$ cat src/rtl/dbg_journal_pkg.sv
package dbg_journal_pkg;
    // -----------------------------------------------------------------
    // journal word layout
    // -----------------------------------------------------------------
    localparam int SRC_ID_MSB     = 31;
    localparam int SRC_ID_LSB     = 29;
    localparam int THREAD_ID_MSB  = 28;
    localparam int THREAD_ID_LSB  = 27;
    localparam int USER_DATA_MSB  = 26;
    localparam logic [2:0] HOST_SRC_ID    = 3'h7;
    localparam logic [1:0] HOST_THREAD_ID = 2'h0;
    // -----------------------------------------------------------------
    // engine constants
    // -----------------------------------------------------------------
    localparam logic [7:0] BREAK_IRQ_DATA = 8'h80;
    localparam logic [3:0] CTX_ALL_OFF    = 4'h0;
    localparam int         NUM_CTX        = 4;
    localparam int         CTX_W          = 2;
    localparam int         NUM_ENG        = 6;
    localparam int         ENG_W          = 3;
    localparam int         PTR_W          = 16;
    localparam int         PC_W           = 10;

    typedef enum logic [1:0] {
        EXEC_STOPPED,
        EXEC_RUNNING,
        EXEC_PAUSED
    } exec_state_t;
endpackage

$ cat src/rtl/engine_debug_journal.sv
// Function
// host commands the engine into running or paused; state readable while paused.
// with hop mode selected, each context-switch instruction pauses the engine.
// host patches breakpoint branches only while the engine is paused or stopped.
// writing zero context enables disables all contexts; arbiter schedules none.
// quick write of 0x80 to thread interrupt flags raises breakpoint interrupt.
// after a yield with all other contexts disabled, engine stays idle.
// breakpoint code puts four instructions between enable write and yield.
// on re-enable, arbiter first runs the thread named in next_context_select.
// a woken thread resumes at the instruction after its yield.
// a breakpoint affects only its own engine.
// stopped or paused with loop bit set, engine loops on stored address.
// alu output of the looping instruction is readable by the host.
// host loads a pass-through alu instruction with a readable source operand.
// journal keeps base, end and cursor pointers, each loaded separately; here the cursor is loaded only by the end write (set to base).
// cursor write stores one word: source id, thread id, user data.
// engine writes get ids inserted; host supplies ids 7 and 0 itself.
// cursor increments after every journal word.
// cursor equal to end wraps to base.
// journaling enabled per engine.
// base write loads base; end write loads end and resets cursor to base.
// software writes base first, then end.
// a per-engine hop enable selects auto-pause at context switches.
`timescale 1ns/1ps
`default_nettype none
module engine_debug_journal
    import dbg_journal_pkg::*;
#(
    parameter int ENG_ID = 0
) (
    input  wire logic               ref_clk_in,
    input  wire logic               rst_in,
    // host run control
    input  wire logic               host_run_in,
    input  wire logic               host_pause_in,
    input  wire logic               host_stop_in,
    input  wire logic               hop_enable_in,
    output logic [1:0]              exec_state_out,
    // context control
    input  wire logic               ctx_en_wr_in,
    input  wire logic [NUM_CTX-1:0] ctx_en_data_in,
    input  wire logic [CTX_W-1:0]   next_context_select_in,
    output logic [NUM_CTX-1:0]      ctx_en_out,
    output logic                    active_out,
    output logic [CTX_W-1:0]        active_ctx_out,
    output logic [PC_W-1:0]         pc_out,
    // instruction retire from engine pipeline
    input  wire logic               instr_valid_in,
    input  wire logic               instr_ctx_switch_in,
    input  wire logic               instr_yield_in,
    // thread interrupt flag quick write
    input  wire logic               flag_wr_in,
    input  wire logic [7:0]         flag_data_in,
    output logic                    break_irq_out,
    // stored instruction loop
    input  wire logic               loop_on_stored_instruction_in,
    input  wire logic [PC_W-1:0]    stored_word_address_in,
    input  wire logic [31:0]        alu_result_in,
    output logic [31:0]             alu_output_out,
    // journal
    input  wire logic               journal_enable_in,
    input  wire logic               base_wr_in,
    input  wire logic               end_wr_in,
    input  wire logic [PTR_W-1:0]   ptr_data_in,
    input  wire logic               cursor_wr_in,
    input  wire logic               cursor_from_host_in,
    input  wire logic [31:0]        cursor_data_in,
    output logic                    sram_wr_out,
    output logic [PTR_W-1:0]        sram_addr_out,
    output logic [31:0]             sram_data_out,
    output logic [PTR_W-1:0]        cursor_out
);
    // -----------------------------------------------------------------
    // state
    // -----------------------------------------------------------------
    typedef struct packed {
        exec_state_t          st;
        logic [NUM_CTX-1:0]   ctx_en;
        logic                 active;
        logic [CTX_W-1:0]     ctx;
        logic [PC_W-1:0]      pc;
        logic                 irq;
        logic [31:0]          alu;
        logic [PTR_W-1:0]     base;
        logic [PTR_W-1:0]     lim;
        logic [PTR_W-1:0]     cur;
        logic                 wr;
        logic [PTR_W-1:0]     addr;
        logic [31:0]          data;
    } state_t;

    state_t s_q;
    state_t s_d;

    logic looping;
    assign looping = loop_on_stored_instruction_in && (s_q.st != EXEC_RUNNING);

    always_comb begin
        s_d    = s_q;
        s_d.wr = 1'b0;
        // -------------------------------------------------------------
        // run control, local to this engine only
        // -------------------------------------------------------------
        if (host_stop_in) begin
            s_d.st = EXEC_STOPPED;
        end else if (host_pause_in) begin
            s_d.st = EXEC_PAUSED;
        end else if (host_run_in) begin
            s_d.st = EXEC_RUNNING; // see R1
        end else if (s_q.st == EXEC_RUNNING && hop_enable_in && instr_valid_in
                     && instr_ctx_switch_in) begin
            s_d.st = EXEC_PAUSED; // see R2
        end
        // -------------------------------------------------------------
        // context arbiter
        // -------------------------------------------------------------
        if (ctx_en_wr_in) begin
            s_d.ctx_en = ctx_en_data_in;
        end
        if (s_q.st == EXEC_RUNNING && s_q.active) begin
            if (instr_valid_in && instr_yield_in) begin
                s_d.active = 1'b0;
                s_d.pc     = s_q.pc + 1'b1;
            end else if (instr_valid_in) begin
                s_d.pc = s_q.pc + 1'b1;
            end
        end
        // a zero mask only blocks new starts: the running thread has to live
        // on long enough to reach its yield
        if (!s_q.active && s_q.st == EXEC_RUNNING
            && s_q.ctx_en[next_context_select_in]) begin
            s_d.active = 1'b1; // see R4 see R6
            s_d.ctx    = next_context_select_in;
        end
        // -------------------------------------------------------------
        // stored instruction loop and breakpoint interrupt
        // -------------------------------------------------------------
        if (looping) begin
            s_d.pc  = stored_word_address_in;
            s_d.alu = alu_result_in;
        end
        s_d.irq = flag_wr_in && (flag_data_in == BREAK_IRQ_DATA);
        // -------------------------------------------------------------
        // journal pointers
        // -------------------------------------------------------------
        if (base_wr_in) begin
            s_d.base = ptr_data_in; // see R14
        end
        if (end_wr_in) begin
            s_d.lim = ptr_data_in;
            s_d.cur = s_q.base; // see R20
        end else if (cursor_wr_in && (journal_enable_in || cursor_from_host_in)) begin
            s_d.wr   = 1'b1; // see R15
            s_d.addr = s_q.cur;
            if (cursor_from_host_in) begin
                s_d.data = cursor_data_in;
            end else begin
                s_d.data = {ENG_ID[ENG_W-1:0], s_q.ctx,
                            cursor_data_in[USER_DATA_MSB:0]};
            end
            s_d.cur = (s_q.cur == s_q.lim) ? s_q.base : s_q.cur + 1'b1; // see R17
        end
    end

    always_ff @(posedge ref_clk_in or posedge rst_in) begin
        if (rst_in) begin
            s_q <= '0;
        end else begin
            s_q <= s_d;
        end
    end

    assign exec_state_out = s_q.st;
    assign ctx_en_out     = s_q.ctx_en;
    assign active_out     = s_q.active;
    assign active_ctx_out = s_q.ctx;
    assign pc_out         = s_q.pc;
    assign break_irq_out  = s_q.irq;
    assign alu_output_out = s_q.alu;
    assign sram_wr_out    = s_q.wr;
    assign sram_addr_out  = s_q.addr;
    assign sram_data_out  = s_q.data;
    assign cursor_out     = s_q.cur;
endmodule
`default_nettype wire

$ cat config.mk
export PLATFORM = sky130hd
export DESIGN_NAME = engine_debug_journal
export DESIGN_NICKNAME = d
export VERILOG_FILES = /design/src/rtl/dbg_journal_pkg.sv /design/src/rtl/engine_debug_journal.sv
export SDC_FILE = /design/constraint.sdc
export NUM_CORES = 1
export LEC_CHECK = 0
export ABC_AREA = 1
export BUFFER_PORTS_ARGS = -buffer_cell sky130_fd_sc_hd__buf_2
export CAP_MARGIN = 40
export CORE_MARGIN = 5
export CORE_UTILIZATION = 47
export CTS_CLUSTER_DIAMETER = 120
export DETAILED_ROUTE_END_ITERATION = 7
export GPL_TIMING_DRIVEN = 1
export PLACE_DENSITY = 0.77
export SLEW_MARGIN = 20
export SYNTH_ARGS = -nofsm -noshare
export SYNTH_HDL_FRONTEND = slang
export SYNTH_SLANG_ARGS = --single-unit
export TNS_END_PERCENT = 5
$ cat constraint.sdc
create_clock -name ref_clk_in -period 4.8 [get_ports ref_clk_in]
set_input_delay 0.96 -clock ref_clk_in [delete_from_list [all_inputs] [get_ports ref_clk_in]]
set_output_delay 0.96 -clock ref_clk_in [all_outputs]
set_load 0.05 [all_outputs]
# [Yosys cells after proc, flatten, opt, wreduce, memory -nomap -nowiden]
# Cells that the tools add are included.
[totals] romBits=0 out_inout_bits=117 inputBits=121 regBits=149 latch_bits=0 mem_count=0 elab_cells=60 ramBits=0
[op_classes] div_mod_pow=0 shifts=0 n_mux=18 addsub=2 bitwise=1 mul=0 reduce_logical=21 order_cmp=1 n_eq_ne=4
[ops] operator="two-way mux 65 bit" n=1
[ops] operator="two-way mux 49 bit" n=1
[ops] operator="two-way mux 10 bit" n=4
[ops] operator="two-way mux 16 bit" n=2
[ops] operator="two-way mux 32 bit" n=1
[ops] operator="adder 16 x 1 -> 16 bit, second input constant" n=1
[ops] operator="equality test 16 bit" n=1
[ops] operator="adder 10 x 1 -> 10 bit, second input constant" n=1
[ops] operator="logical AND 1 bit" n=10
[ops] operator="equality test 8 bit, second input constant" n=1
[ops] operator="two-way mux 2 bit" n=4
[ops] operator="nonzero test 2 bit" n=4
[ops] operator="AND reduction 2 bit" n=3
[ops] operator="nonzero test 4 bit" n=1
[ops] operator="less-than comparator 2 x 3 -> 1 bit, second input constant" n=1
[ops] operator="two-way mux 1 bit" n=3
[ops] operator="two-way mux 3 bit" n=1
[ops] operator="nonzero test 3 bit" n=1
[ops] operator="binary-select mux 1 bit (select 2 bit)" n=1
[ops] operator="equality test 2 x 1 -> 1 bit, second input constant" n=1
[ops] operator="inequality test 2 x 1 -> 1 bit, second input constant" n=1
[ops] operator="zero test 1 bit" n=1
[ops] operator="logical OR 1 bit" n=1
[ops] operator="NOT 1 bit" n=1

# [Depth between registers and ports, before layout]
# Gate-level depths: netlist (run 1).
[logic_depth] depth_word=8 ltp_mapped=11

# [Least setup slack after synthesis (run 1)]
# No wires, ideal clock.
[synth_timing] path_type="in2reg" start="in cursor_from_host_in" end="reg s_q (netlist bit sram_data_out[0])" cell_stages=7 path_buffers=2 t_arrival_ns=1.790 required_ns=4.735 path_slack_ns=2.945 cell_sequence="o21ai_1 -> nor2_1 -> inv_2 -> buf_2 -> buf_1 -> nand2_1 -> nand2_1"
[synth_between] elab_chain_cells=3
[synth_rtl] item="from (decl)" line_no="engine_debug_journal.sv:66" source="input wire logic cursor_from_host_in,"
[synth_rtl] item="logical OR 1 bit" line_no="engine_debug_journal.sv:152" source="end else if (cursor_wr_in && (journal_enable_in || cursor_from_host_in)) begin"
[synth_rtl] item="logical AND 1 bit" line_no="engine_debug_journal.sv:152"
[synth_rtl] item="AND reduction 2 bit (no source line)"
[synth_rtl] item="to (signal assigned)" line_no="engine_debug_journal.sv:167" source="s_q <= '0;"
[synth_rtl] item="to (signal assigned)" line_no="engine_debug_journal.sv:169" source="s_q <= s_d;"
[synth_rtl] item="to (decl)" line_no="engine_debug_journal.sv:92" source="state_t s_q;"
# Every way passes these cells.
# A chain may end at the register's enable or synchronous reset.

# [Worst setup path in the final report (run 1)]
[layout_timing] start="reg s_q (netlist bit cursor_out[6])" end="out cursor_out[6]"
[layout_lines] item="to (decl)" line_no="engine_debug_journal.sv:71" source="output logic [PTR_W-1:0] cursor_out"
# No word-level cell between the ends.

==> results of run 1 <==
-- synthesized netlist by cell type, drive strengths merged --
cell,instances
clkinv,9
nor4,1
xnor2,1
o211ai,1
dfrtp,149
mux2,2
o21ai,68
a31oi,5
a21oi,5
nor3,7
o22ai,16
ha,2
xor2,8
nand4,3
nor2,43
nand2,386
buf,132
nand3,49
inv,85
clkbuf,15
nand3b,3
a211oi,2
-- where the power goes --
part | switching, mW | internal [mW] | leakage [nW]
clock | 0.546 | 0.839 | 0.292
sequential | 0.126 | 1.42 | 1.83
combinational | 0.856 | 0.269 | 2.82
total | 1.53 | 2.53 | 4.95
-- metrics by stage --
stage          hold WS [ns]  cell area [um^2]  total power, mW  worst slack (ns)
2_1_floorplan         0.443              7740             2.59              1.97
3_3_place_gp          0.450              8230             2.68              2.15
3_5_place_dp          0.453              8250             2.70              2.19
4_1_cts               0.469              8860             4.10              2.57
5_1_grt               0.480              8860             4.27              2.45
6_report              0.466              8860             4.06              2.58
-- area by class of cell --
type,instances,share of cell area [%]
clock buffer,19,5.00
clock inverter,13,1.91
inverter,94,4.02
multi-input combinational,602,29.9
sequential,149,42.1
tap,220,3.11
timing repair buffer,241,14.0
-- state kept, by name (all words and copies together) (netlist names) --
| register | flops |
|---|---|
| active_out | 1 |
| pc_out | 10 |
| s_q | 32 |
| ctx_en_out | 4 |
| sram_addr_out | 16 |
| active_ctx_out | 2 |
| exec_state_out | 2 |
| cursor_out | 16 |
| alu_output_out | 32 |
| sram_data_out | 32 |
| break_irq_out | 1 |
| sram_wr_out | 1 |
-- final timing paths --
| check | startpoint | to | slack [ns] | depth (start not counted) |
|---|---|---|---|---|
| min reg2reg | sram_data_out[5] | sram_data_out[5] | 0.47 | 2 |
| max | cursor_out[6] | cursor_out[6] | 2.58 | 1 |
| max reg2reg | exec_state_out[1] | pc_out[8] | 2.92 | 9 |
| min in group asynchronous | rst_in | sram_data_out[11] | 0.78 | 3 |
| max in group asynchronous | rst_in | pc_out[4] | 3.46 | 3 |
| min | sram_data_out[5] | sram_data_out[5] | 0.47 | 2 |
-- cells by family (layout without fill, tap and decap cells) --
group	count (synthesis)	count (layout)	synth area share, %
buffers and inverters	241	367	17.6
XOR/XNOR	9	9	1.02
AO/OA/AOI/OAI	97	97	6.71
adder cells (fa/ha/maj)	2	2	0.323
AND/OR/NAND/NOR	492	492	25.8
multiplexers	2	2	0.291
flip-flops	149	149	48.2
-- layer usage --
| layer | GRT usage [%] | vias up | part of all wire, % |
|---|---|---|---|
| met4 | 6.55 | 4 | 1.8 |
| met2 | 31.9 | 239 | 48 |
| li1 | - | 3198 | - |
| met5 | 0 | - | 0.15 |
| met1 | 24.4 | 2907 | 41 |
| met3 | 6.73 | 32 | 9.0 |
==> results.md, run 1 <==
- Clock Skew: 0.00812 ns
- CP cell instances: buf_2
- Leading cell types by total area after synthesis: dfrtp_1 48%, nand2_1 19%, buf_4 11%
- Syn Nets: 1,115
- Wire per inst: 13.9 um
- Vias in the first global route: 6,213
- Post-synth top area share: between 40% and 50%
- Syn Std Cell Area: 7730 um^2
- CTS Buf Count: 17
- Tot GR Track Use: approximately 20%
- Pre-antenna DRT Iters: 5
- Critical Path RT: 3.84 ns
- CTS Root Cell: clkbuf_16
- Peak supply drop: 0.252 mV
- Worst-Margin Slew: 0.781 ns
- Largest stage delay, worst path: 0.52 ns
- Setup TNS: 0 ns
- Share of cells above drive strength 1: 27.0%
- CTS Hold Bufs: 0
- Cell count after synthesis: 992
- Multi-input logic area: 2650 um^2
- Final Cycle Share: 46.3%
- Worst-path maximum fanout: 6
- Later-pin clock latency in the skew report: 0.42 ns
- Initial antenna violation count: 2
- Routability cong.: 0.821
- CP top delay family: flip-flops
- Core region area: 16,300 um^2
- Fillcell total: 1,540
- Post-synthesis sequential area ratio: 48.2%
- Die area: 19,100 um^2
- FF+latch count, synth: roughly 150
- Final antenna-violating net count: 0
- Commonest non-fill, non-tap cell in the layout: nand2_1
- DR DRC count: 0
- Yosys synthesis warning count: 0
- Longest Clk Path Bufs: 2
- Final Instance Count excl. Fillers: 1,338
- Max-Cap Viols: 0
- Peak Freq: 0.450 GHz
- Setup Buffers After CTS: 0
- Critical path class: flip-flop to output port
- Setup crit start kind: flip-flop
- Drt first-iter violations: 370
- Vias: 6,380
- Leak: 4.95 nW
- Synth unique cells: 31
- Worst hold path type: flip-flop to flip-flop
- Tmin final: around 2.2 ns
- H-tree depth: 4
- # diodes: 0
- Clk sinks: 149
- Worst Path Arrival: 1.26 ns
- Post-layout nets: 1,228
- Gates resized, CTS repair: 0
- Final wirelength: 18.6 mm
- Commonest non-fill, non-tap cells in the layout: 382 x nand2_1, 237 x buf_2, 149 x dfrtp_1
- Global-route wire length before repair: 30.9 mm
- Initial core utilization: 47.3%
- Crit. End Element: output port
- GRT Residual Overflow: 0
- Fin. max-slew vios: 0
- I/O pins: 238
- Relative slew slack: 47.9%
- Synth area leader: dfrtp_1
- Die Y: 138 um
- Final Core Density: 54.2%
- Row cnt: 47
- Reg area: 3730 um^2
- Final setup fails: 0
- Largest net degree at the start of global routing: 150
- Final hold violation count: 0
- CP Buf/Inv Count: 1
- Dpl hpwl: 13.3 mm
- Inst Count DP: 1,306
- Port bufs: between 200 and 250
- CTS tree: yes
- Syn avg cell area: 7.80 um^2
- Power Dens Cells: 458 nW/um^2
- Via density: 4.77
- Die X: ~140 um
- Reg clk slew, reported paths: 0.06 ns
- Outcome: completed
- Slowest CP cell: dfrtp_1
- RSZ-0062 raised after global routing: no
- Area grow syn2layout: 14.6%
Note: power is estimated with default switching activity, not from simulation.
==> inputs of run 2 (changes only) <==
--- a/config.mk
+++ b/config.mk
@@ -5,15 +5,15 @@
 export SDC_FILE = /design/constraint.sdc
 export NUM_CORES = 1
 export LEC_CHECK = 0
-export ABC_AREA = 1
+export ABC_AREA = 0
 export BUFFER_PORTS_ARGS = -buffer_cell sky130_fd_sc_hd__buf_2
 export CAP_MARGIN = 40
 export CORE_MARGIN = 5
-export CORE_UTILIZATION = 47
+export CORE_UTILIZATION = 46
 export CTS_CLUSTER_DIAMETER = 120
 export DETAILED_ROUTE_END_ITERATION = 7
 export GPL_TIMING_DRIVEN = 1
-export PLACE_DENSITY = 0.77
+export PLACE_DENSITY = 0.76
 export SLEW_MARGIN = 20
 export SYNTH_ARGS = -nofsm -noshare
 export SYNTH_HDL_FRONTEND = slang
==> constraint.sdc (replaced) <==
create_clock -name ref_clk_in -period 2 [get_ports ref_clk_in]
set_input_delay 0.4 -clock ref_clk_in [delete_from_list [all_inputs] [get_ports ref_clk_in]]
set_output_delay 0.4 -clock ref_clk_in [all_outputs]
set_load 0.05 [all_outputs]
==> run 2 against run 1 <==
Cell count down 27%. Power rose to 2.5 times the previous value. Register-to-register slack worse by 2.8 ns. Synthesized cell count down 40%. Sequential share of layout area up 0.81 points. Via count down 24%. Sequential power up 140%. Critical path type is now flip-flop to flip-flop. Largest power group unchanged.
==> results.md, run 2 <==
- Wire per inst: 17.3 um (+25%)
- Setup crit start kind: flip-flop
- Dpl hpwl: 12.5 mm (-6.2%)
- Later-pin clock latency in the skew report: 0.42 ns (about the same)
- Final antenna-violating net count: 0 (unchanged)
- Final hold violation count: 0 (unchanged)
- Syn avg cell area: 12.2 um^2 (+56%)
- FF+latch count, synth: 149 (unchanged)
- Core region area: 15,700 um^2 (-3.9%)
- Synth unique cells: 47 (+52%)
- Worst Path Arrival: 2.20 ns (+0.94 ns)
- FF-to-FF End: cursor_out[4]
- GRT Residual Overflow: 0 (unchanged)
- Post-synth top flop: dfrtp_1
- Final wirelength: 16.9 mm (-9.0%)
- Initial core utilization: 46.5% (-0.85 points)
- Relative slew slack: 45.7% (-2.2 points)
- Yosys synthesis warning count: 0 (unchanged)
- CTS Buf Count: 17 (unchanged)
- Power Dens Cells: 1180 nW/um^2 (+160%)
- Critical path class: flip-flop to flip-flop
- Leading cell types by total area after synthesis: dfrtp_1 51%, mux2_2 17%, buf_4 12%
- CTS tree: yes
- Worst r2r src: cursor_out[6]
- Port bufs: 237 (unchanged)
- Crit. End Element: flip-flop
- I/O pins: 238 (unchanged)
- Vias in the first global route: 5,190 (-16%)
- Tmin final: 1.85 ns
- Final Instance Count excl. Fillers: 977 (-27%)
- Most common cell in the netlist: dfrtp_1
- Vias: 4,849 (-24%)
- CTS Hold Bufs: 0 (unchanged)
- Commonest cells in the netlist: 149 x dfrtp_1, 115 x buf_4, 113 x mux2_2, 32 x nor2_1, 23 x a21oi_1
- R2R Setup Slk: 0.15 ns (-2.77 ns)
- Outcome: completed
- Synth area leader: dfrtp_1
- Post-synth top area share: 51.1% (+2.9 points)
- Post-layout nets: 870 (-29%)
- Worst-path maximum fanout: 7 (+1)
- Largest net degree at the start of global routing: 105 (-30%)
- Fillcell total: 1,337 (-13%)
- Slowest CP cell: dfrtp_2
- Max-Cap Viols: 0 (unchanged)
- Initial antenna violation count: 1 (-1)
- Die Y: 136 um (-1.7%)
- CP cell instances: xnor2_4 > nand4_2 > nor4_4 > buf_4 > or2b_4 > a2bb2oi_2 > o22a_1
- Worst-Margin Slew: 0.815 ns (+0.0334 ns)
- Via density: 4.96 (+4.1%)
- Post-synth EDFFs: 0 (unchanged)
- Final Core Density: 55.4% (+1.1 points)
- RSZ-0062 raised after global routing: no
- Syn Nets: 722 (-35%)
- Leak: 4.08 nW (-17%)
- Routability cong.: 0.833 (+1.5%)
- Row cnt: 46 (-2.1%)
- Fin. max-slew vios: 0 (unchanged)
- H-tree depth: 4 (unchanged)
- Critical Path RT: 2.35 ns (-1.49 ns)
- Die X: 136 um (-1.7%)
- Worst hold path type: input pin to asynchronous set/reset pin
- Die area: 18,500 um^2 (-3.3%)
- Worst Reg-to-Reg Cells: 7 (-2)
- Largest stage delay, worst path: 0.44 ns (-0.08 ns)
- Post-synthesis sequential area ratio: 51.1% (+2.9 points)
- Syn Std Cell Area: 7300 um^2 (-5.6%)
- Pre-antenna DRT Iters: 4 (-1)
- Synth async-reset ratio: 100% (unchanged)
- Reg clk slew, reported paths: 0.06 ns (about the same)
- Worst hold slack: 0.0998 ns (-0.366 ns)
- Final setup fails: 0 (unchanged)
- Clk sinks: 149 (unchanged)
- Tot GR Track Use: 18.9% (-0.66 points)
- Peak Freq: roughly 0.54 GHz
- Area grow syn2layout: 19.2%
- Inst Count DP: 944 (-28%)
- Drt first-iter violations: 292 (-21%)
- Commonest non-fill, non-tap cell in the layout: buf_2
- Share of cells above drive strength 1: 57.4% (+30 points)
- Clock Skew: 0.0114 ns (+0.00330 ns)
- Final Cycle Share: 92.7%
- DR DRC count: 0 (unchanged)
- Global-route wire length before repair: 26.8 mm (-13%)
- CTS Root Cell: clkbuf_16
- Peak supply drop: 0.715 mV (+180%)
- Commonest non-fill, non-tap cells in the layout: 237 x buf_2, 148 x dfrtp_1, 113 x mux2_2
- Longest Clk Path Bufs: 2 (unchanged)
- Cell count after synthesis: 599 (-40%)
run 2: changes by cell type after synthesis, moves of 18 or more:
cell     change
a21oi_1     +18
inv_1       -65
mux2_2     +111
nand2_1    -362
nand3_1     -42
o21ai_0     -48
run 2: area by class of cell:
cell class	count	area (um^2)	share of cell area, %
clock buffers	17	425	4.89
flip-flops and latches	149	3730	42.9
repair buffers	269	1460	16.8
clock inverters	15	213	2.44
inverters	6	26.3	0.302
multi-input cells	304	2570	29.5
diodes	1	2.50	0.0288
well taps	216	270	3.11
run 2: kinds of logic (layout without fill, tap and decap cells):
kind of cell | Yosys count | after routing | synth area share, %
xor+xnor | 25 | 25 | 3.46
mux | 118 | 118 | 18.3
other cells | 0 | 1 | 0
buf+inv | 146 | 307 | 14.1
flops | 149 | 149 | 51.1
compound gates | 63 | 63 | 5.95
simple gates | 96 | 96 | 6.80
fa+ha+maj | 2 | 2 | 0.343
run 2: worst max-delay path: cells and delay by family, from the launching register on:
kind	cells	cell delay [ns]
xor gates and xnor gates	1	0.17
AOI/OAI and AO/OA	2	0.27
buffers and inverters	1	0.21
and+or+nand+nor	3	0.70
DFF	1	0.44
run 2: where the power goes:
part	internal (mW)	switching [mW]
Clock	2.12	1.37
Combinational	0.932	2.09
Sequential	3.46	0.279
run 2: timing repair:
action,CTS,global route
buffers inserted,0,0
endpoints found under the hold margin,0,0
setup endpoints to repair,0,12
resized for setup,0,3
run 2: worst max-delay path by stage:
stage                     depth (start not counted)           endpoint           start  slack, ns
after detailed placement                          5     cursor_out[11]  cursor_out[13]       0.11
after global placement                            5     cursor_out[11]  cursor_out[11]       0.15
after global routing                              7      cursor_out[4]         s_q[75]      0.002
final                                             7      cursor_out[4]   cursor_out[6]       0.15
after CTS                                         7      cursor_out[4]  cursor_out[13]       0.08
after floorplan                                   1  active_ctx_out[0]          rst_in      -0.27
run 2: stage by stage:
stage | worst slack, ns | cell area, um^2 | TNS, ns | total power, mW
3_3_place_gp | 0.148 | 8040 | 0 | 6.78
3_5_place_dp | 0.112 | 8040 | 0 | 6.82
6_report | 0.147 | 8700 | 0 | 10.3
2_1_floorplan | -0.275 | 7300 | -40.97 | 6.54
5_1_grt | 0.00240 | 8700 | 0 | 10.7
4_1_cts | 0.0825 | 8680 | 0 | 10.4
run 2: metal layers:
layer | routed length, um | track usage [%] | vias up
met4 | 285 | 6.16 | 2
li1 | - | - | 2263
met2 | 8560 | 31.5 | 194
met3 | 1550 | 8.11 | 23
met1 | 6520 | 22.0 | 2367
met5 | 13 | 0 | -
==> inputs of run 3 (changes only) <==
--- a/config.mk
+++ b/config.mk
@@ -13,6 +13,7 @@
 export CTS_CLUSTER_DIAMETER = 120
 export DETAILED_ROUTE_END_ITERATION = 7
 export GPL_TIMING_DRIVEN = 1
+export MAX_ROUTING_LAYER = met4
 export PLACE_DENSITY = 0.76
 export SLEW_MARGIN = 20
 export SYNTH_ARGS = -nofsm -noshare
==> run 3 against run 2 <==
Via count up 0.68%. Worst setup slack worse by 0.0021 ns. Combinational power about the same. Global-route usage up 0.54 points. Power about the same. Critical path type unchanged. Critical endpoint is now cursor_out[11]. Largest cell class unchanged. Highest routed layer is now met4.
==> results.md, run 3 (same netlist as run 2, synthesis figures left out) <==
- Outcome: completed
- Worst-Margin Slew: 0.841 ns (+0.0259 ns)
- Critical Path RT: 2.32 ns (-0.03 ns)
- CTS Root Cell: clkbuf_16
- Met3 usage: 6.59% (-1.5 points)
- Vias in the first global route: 5,198 (+0.15%)
- Max-Cap Viols: 0 (unchanged)
- Met2 GRT Util: 31.6% (+0.083 points)
- Relative slew slack: 43.9% (-1.7 points)
- Peak supply drop: 0.713 mV (-0.37%)
- CP top delay family: compound AO/OA/AOI/OAI gates
- Final wirelength: 16.9 mm (about the same)
- Crit. End Element: flip-flop
- Die area: 18,500 um^2 (unchanged)
- Cell Area, Placed: 8040 um^2 (unchanged)
- Slowest CP cell: dfrtp_1
- Dpl hpwl: 12.5 mm (unchanged)
- Met1 Use GR: 22.8% (+0.87 points)
- Row cnt: 46 (unchanged)
- DR DRC count: 0 (unchanged)
- Final antenna-violating net count: 0 (unchanged)
- Global-route wire length before repair: 26.7 mm (-0.26%)
- Clock Skew: 0.00975 ns (-0.00166 ns)
- P_int: 6.52 mW (about the same)
- Largest net degree at the start of global routing: 105 (unchanged)
- Die Y: 136 um (unchanged)
- Core region area: 15,700 um^2 (unchanged)
- Reg clk slew, reported paths: 0.06 ns (about the same)
- RSZ-0062 raised after global routing: no
- Via density: 4.99 (+0.47%)
- Top Usage Layer GRT: met2
- Worst Path Arrival: 2.17 ns (-0.03 ns)
- Commonest non-fill, non-tap cell in the layout: buf_2
- GRT Residual Overflow: 0 (unchanged)
- Vias: 4,882 (+0.68%)
- Tot GR Track Use: 19.4% (+0.54 points)
- Die X: 136 um (unchanged)
- I/O pins: 238 (unchanged)
- Post-layout nets: 870 (unchanged)
- Worst-path maximum fanout: 16 (+9)
- Tmin final: 1.86 ns (+0.00205 ns)
- Final instance area: 8700 um^2 (about the same)
- Critical path class: flip-flop to flip-flop
- Sw Share: 36.5% (about the same)
- Clk network pwr share: 34.1% (about the same)
- Final hold violation count: 0 (unchanged)
- Setup crit start kind: flip-flop
- CTS Buf Count: 17 (unchanged)
- Initial core utilization: 46.5% (unchanged)
- Switching pwr: 3.74 mW (+0.11%)
- Fin. max-slew vios: 0 (unchanged)
- Area grow syn2layout: 19.2% (about the same)
- Clk sinks: 149 (unchanged)
- Port bufs: 237 (unchanged)
- Drt first-iter violations: 253 (-13%)
- Pre-antenna DRT Iters: 6 (+2)
- Setup Buffers After CTS: 0 (unchanged)
- Setup TNS: 0 ns (unchanged)
- Peak Freq: 0.539 GHz (-0.11%)
- Worst hold path type: input pin to asynchronous set/reset pin
- Wire per inst: 17.3 um (-0.13%)
- Initial antenna violation count: 1 (unchanged)
- Power Dens Cells: 1180 nW/um^2 (about the same)
- Part of the power in registers: 36.5% (about the same)
- Final Cycle Share: 92.8% (+0.10 points)
- Routability cong.: 0.846 (+1.5%)
- Gate power share: 29.4% (about the same)
- CTS tree: yes
- Largest stage delay, worst path: 0.42 ns (-0.02 ns)
- H-tree depth: 4 (unchanged)
- CP Buf/Inv Count: 0 (-1)
- Tot Pwr: 10.3 mW (about the same)
- Final setup fails: 0 (unchanged)
- Leak: 4.08 nW (about the same)
- CP cell instances: xnor2_1 > nand4_2 > nor4_4 > a21oi_2 > o221a_2
- Later-pin clock latency in the skew report: 0.43 ns (about the same)
- Longest Clk Path Bufs: 2 (unchanged)
- Share of cells above drive strength 1: 57.4% (unchanged)
- Commonest non-fill, non-tap cells in the layout: 237 x buf_2, 148 x dfrtp_1, 113 x mux2_2
## run 3: stage by stage
step	util [%]	hold WS (ns)	instances	worst slack, ns
detailed placement	51.2	0.487	944	0.112
finish	55.4	0.0935	979	0.145
global placement	51.2	0.483	944	0.148
global route	55.4	0.106	977	0.00222
CTS	55.2	0.102	976	0.0825
floorplan	-	0.462	599	-0.275
## run 3: layer usage
layer	wire length (um)	vias to the layer above	share of wire [%]
li1	-	2269	-
met1	6850	2398	40
met2	8520	192	50
met3	1280	23	7.5
met4	287	0	1.7
met5	0	-	0
## run 3: what timing repair did
| action | in CTS | in global routing |
|---|---|---|
| resized for setup | 0 | 3 |
| hold buffers | 0 | 0 |
| endpoints found under the setup margin | 0 | 12 |
## run 3: final timing paths
path                                    start                  to  slack [ns]  depth (start not counted)
setup / recovery                cursor_out[0]      cursor_out[11]        0.14                          5
hold / removal                         rst_in   sram_data_out[11]        0.09                          3
setup reg to reg                cursor_out[0]      cursor_out[11]        0.14                          5
hold reg to reg            alu_output_out[17]  alu_output_out[17]        0.50                          1
max in group asynchronous              rst_in       cursor_out[6]        1.39                          3
min in group ref_clk_in       flag_data_in[1]       break_irq_out        0.12                          2
## run 3: layout make-up
class | count | area (um^2)
well taps | 216 | 270
clock inverters | 15 | 213
clock buffers | 17 | 425
inverters | 6 | 26.3
flip-flops and latches | 149 | 3730
fillers | 1336 | 7010
multi-input cells | 304 | 2570
diodes | 3 | 7.51
repair buffers | 269 | 1460
## run 3: worst reg2reg max path, cell delays in order (launching register included)
cell and delay [ns]:
dfrtp_1 0.42, xnor2_1 0.22, nand4_2 0.18, nor4_4 0.33
a21oi_2 0.29, o221a_2 0.32
## run 3: power groups by stage
stage	clock (mW)	sequential, mW	combinational [mW]
floorplan	0	3.77	2.76
global placement	0	3.77	3.00
detailed placement	0	3.79	3.03
CTS	3.58	3.74	3.04
global route	3.72	3.81	3.18
finish	3.50	3.74	3.02
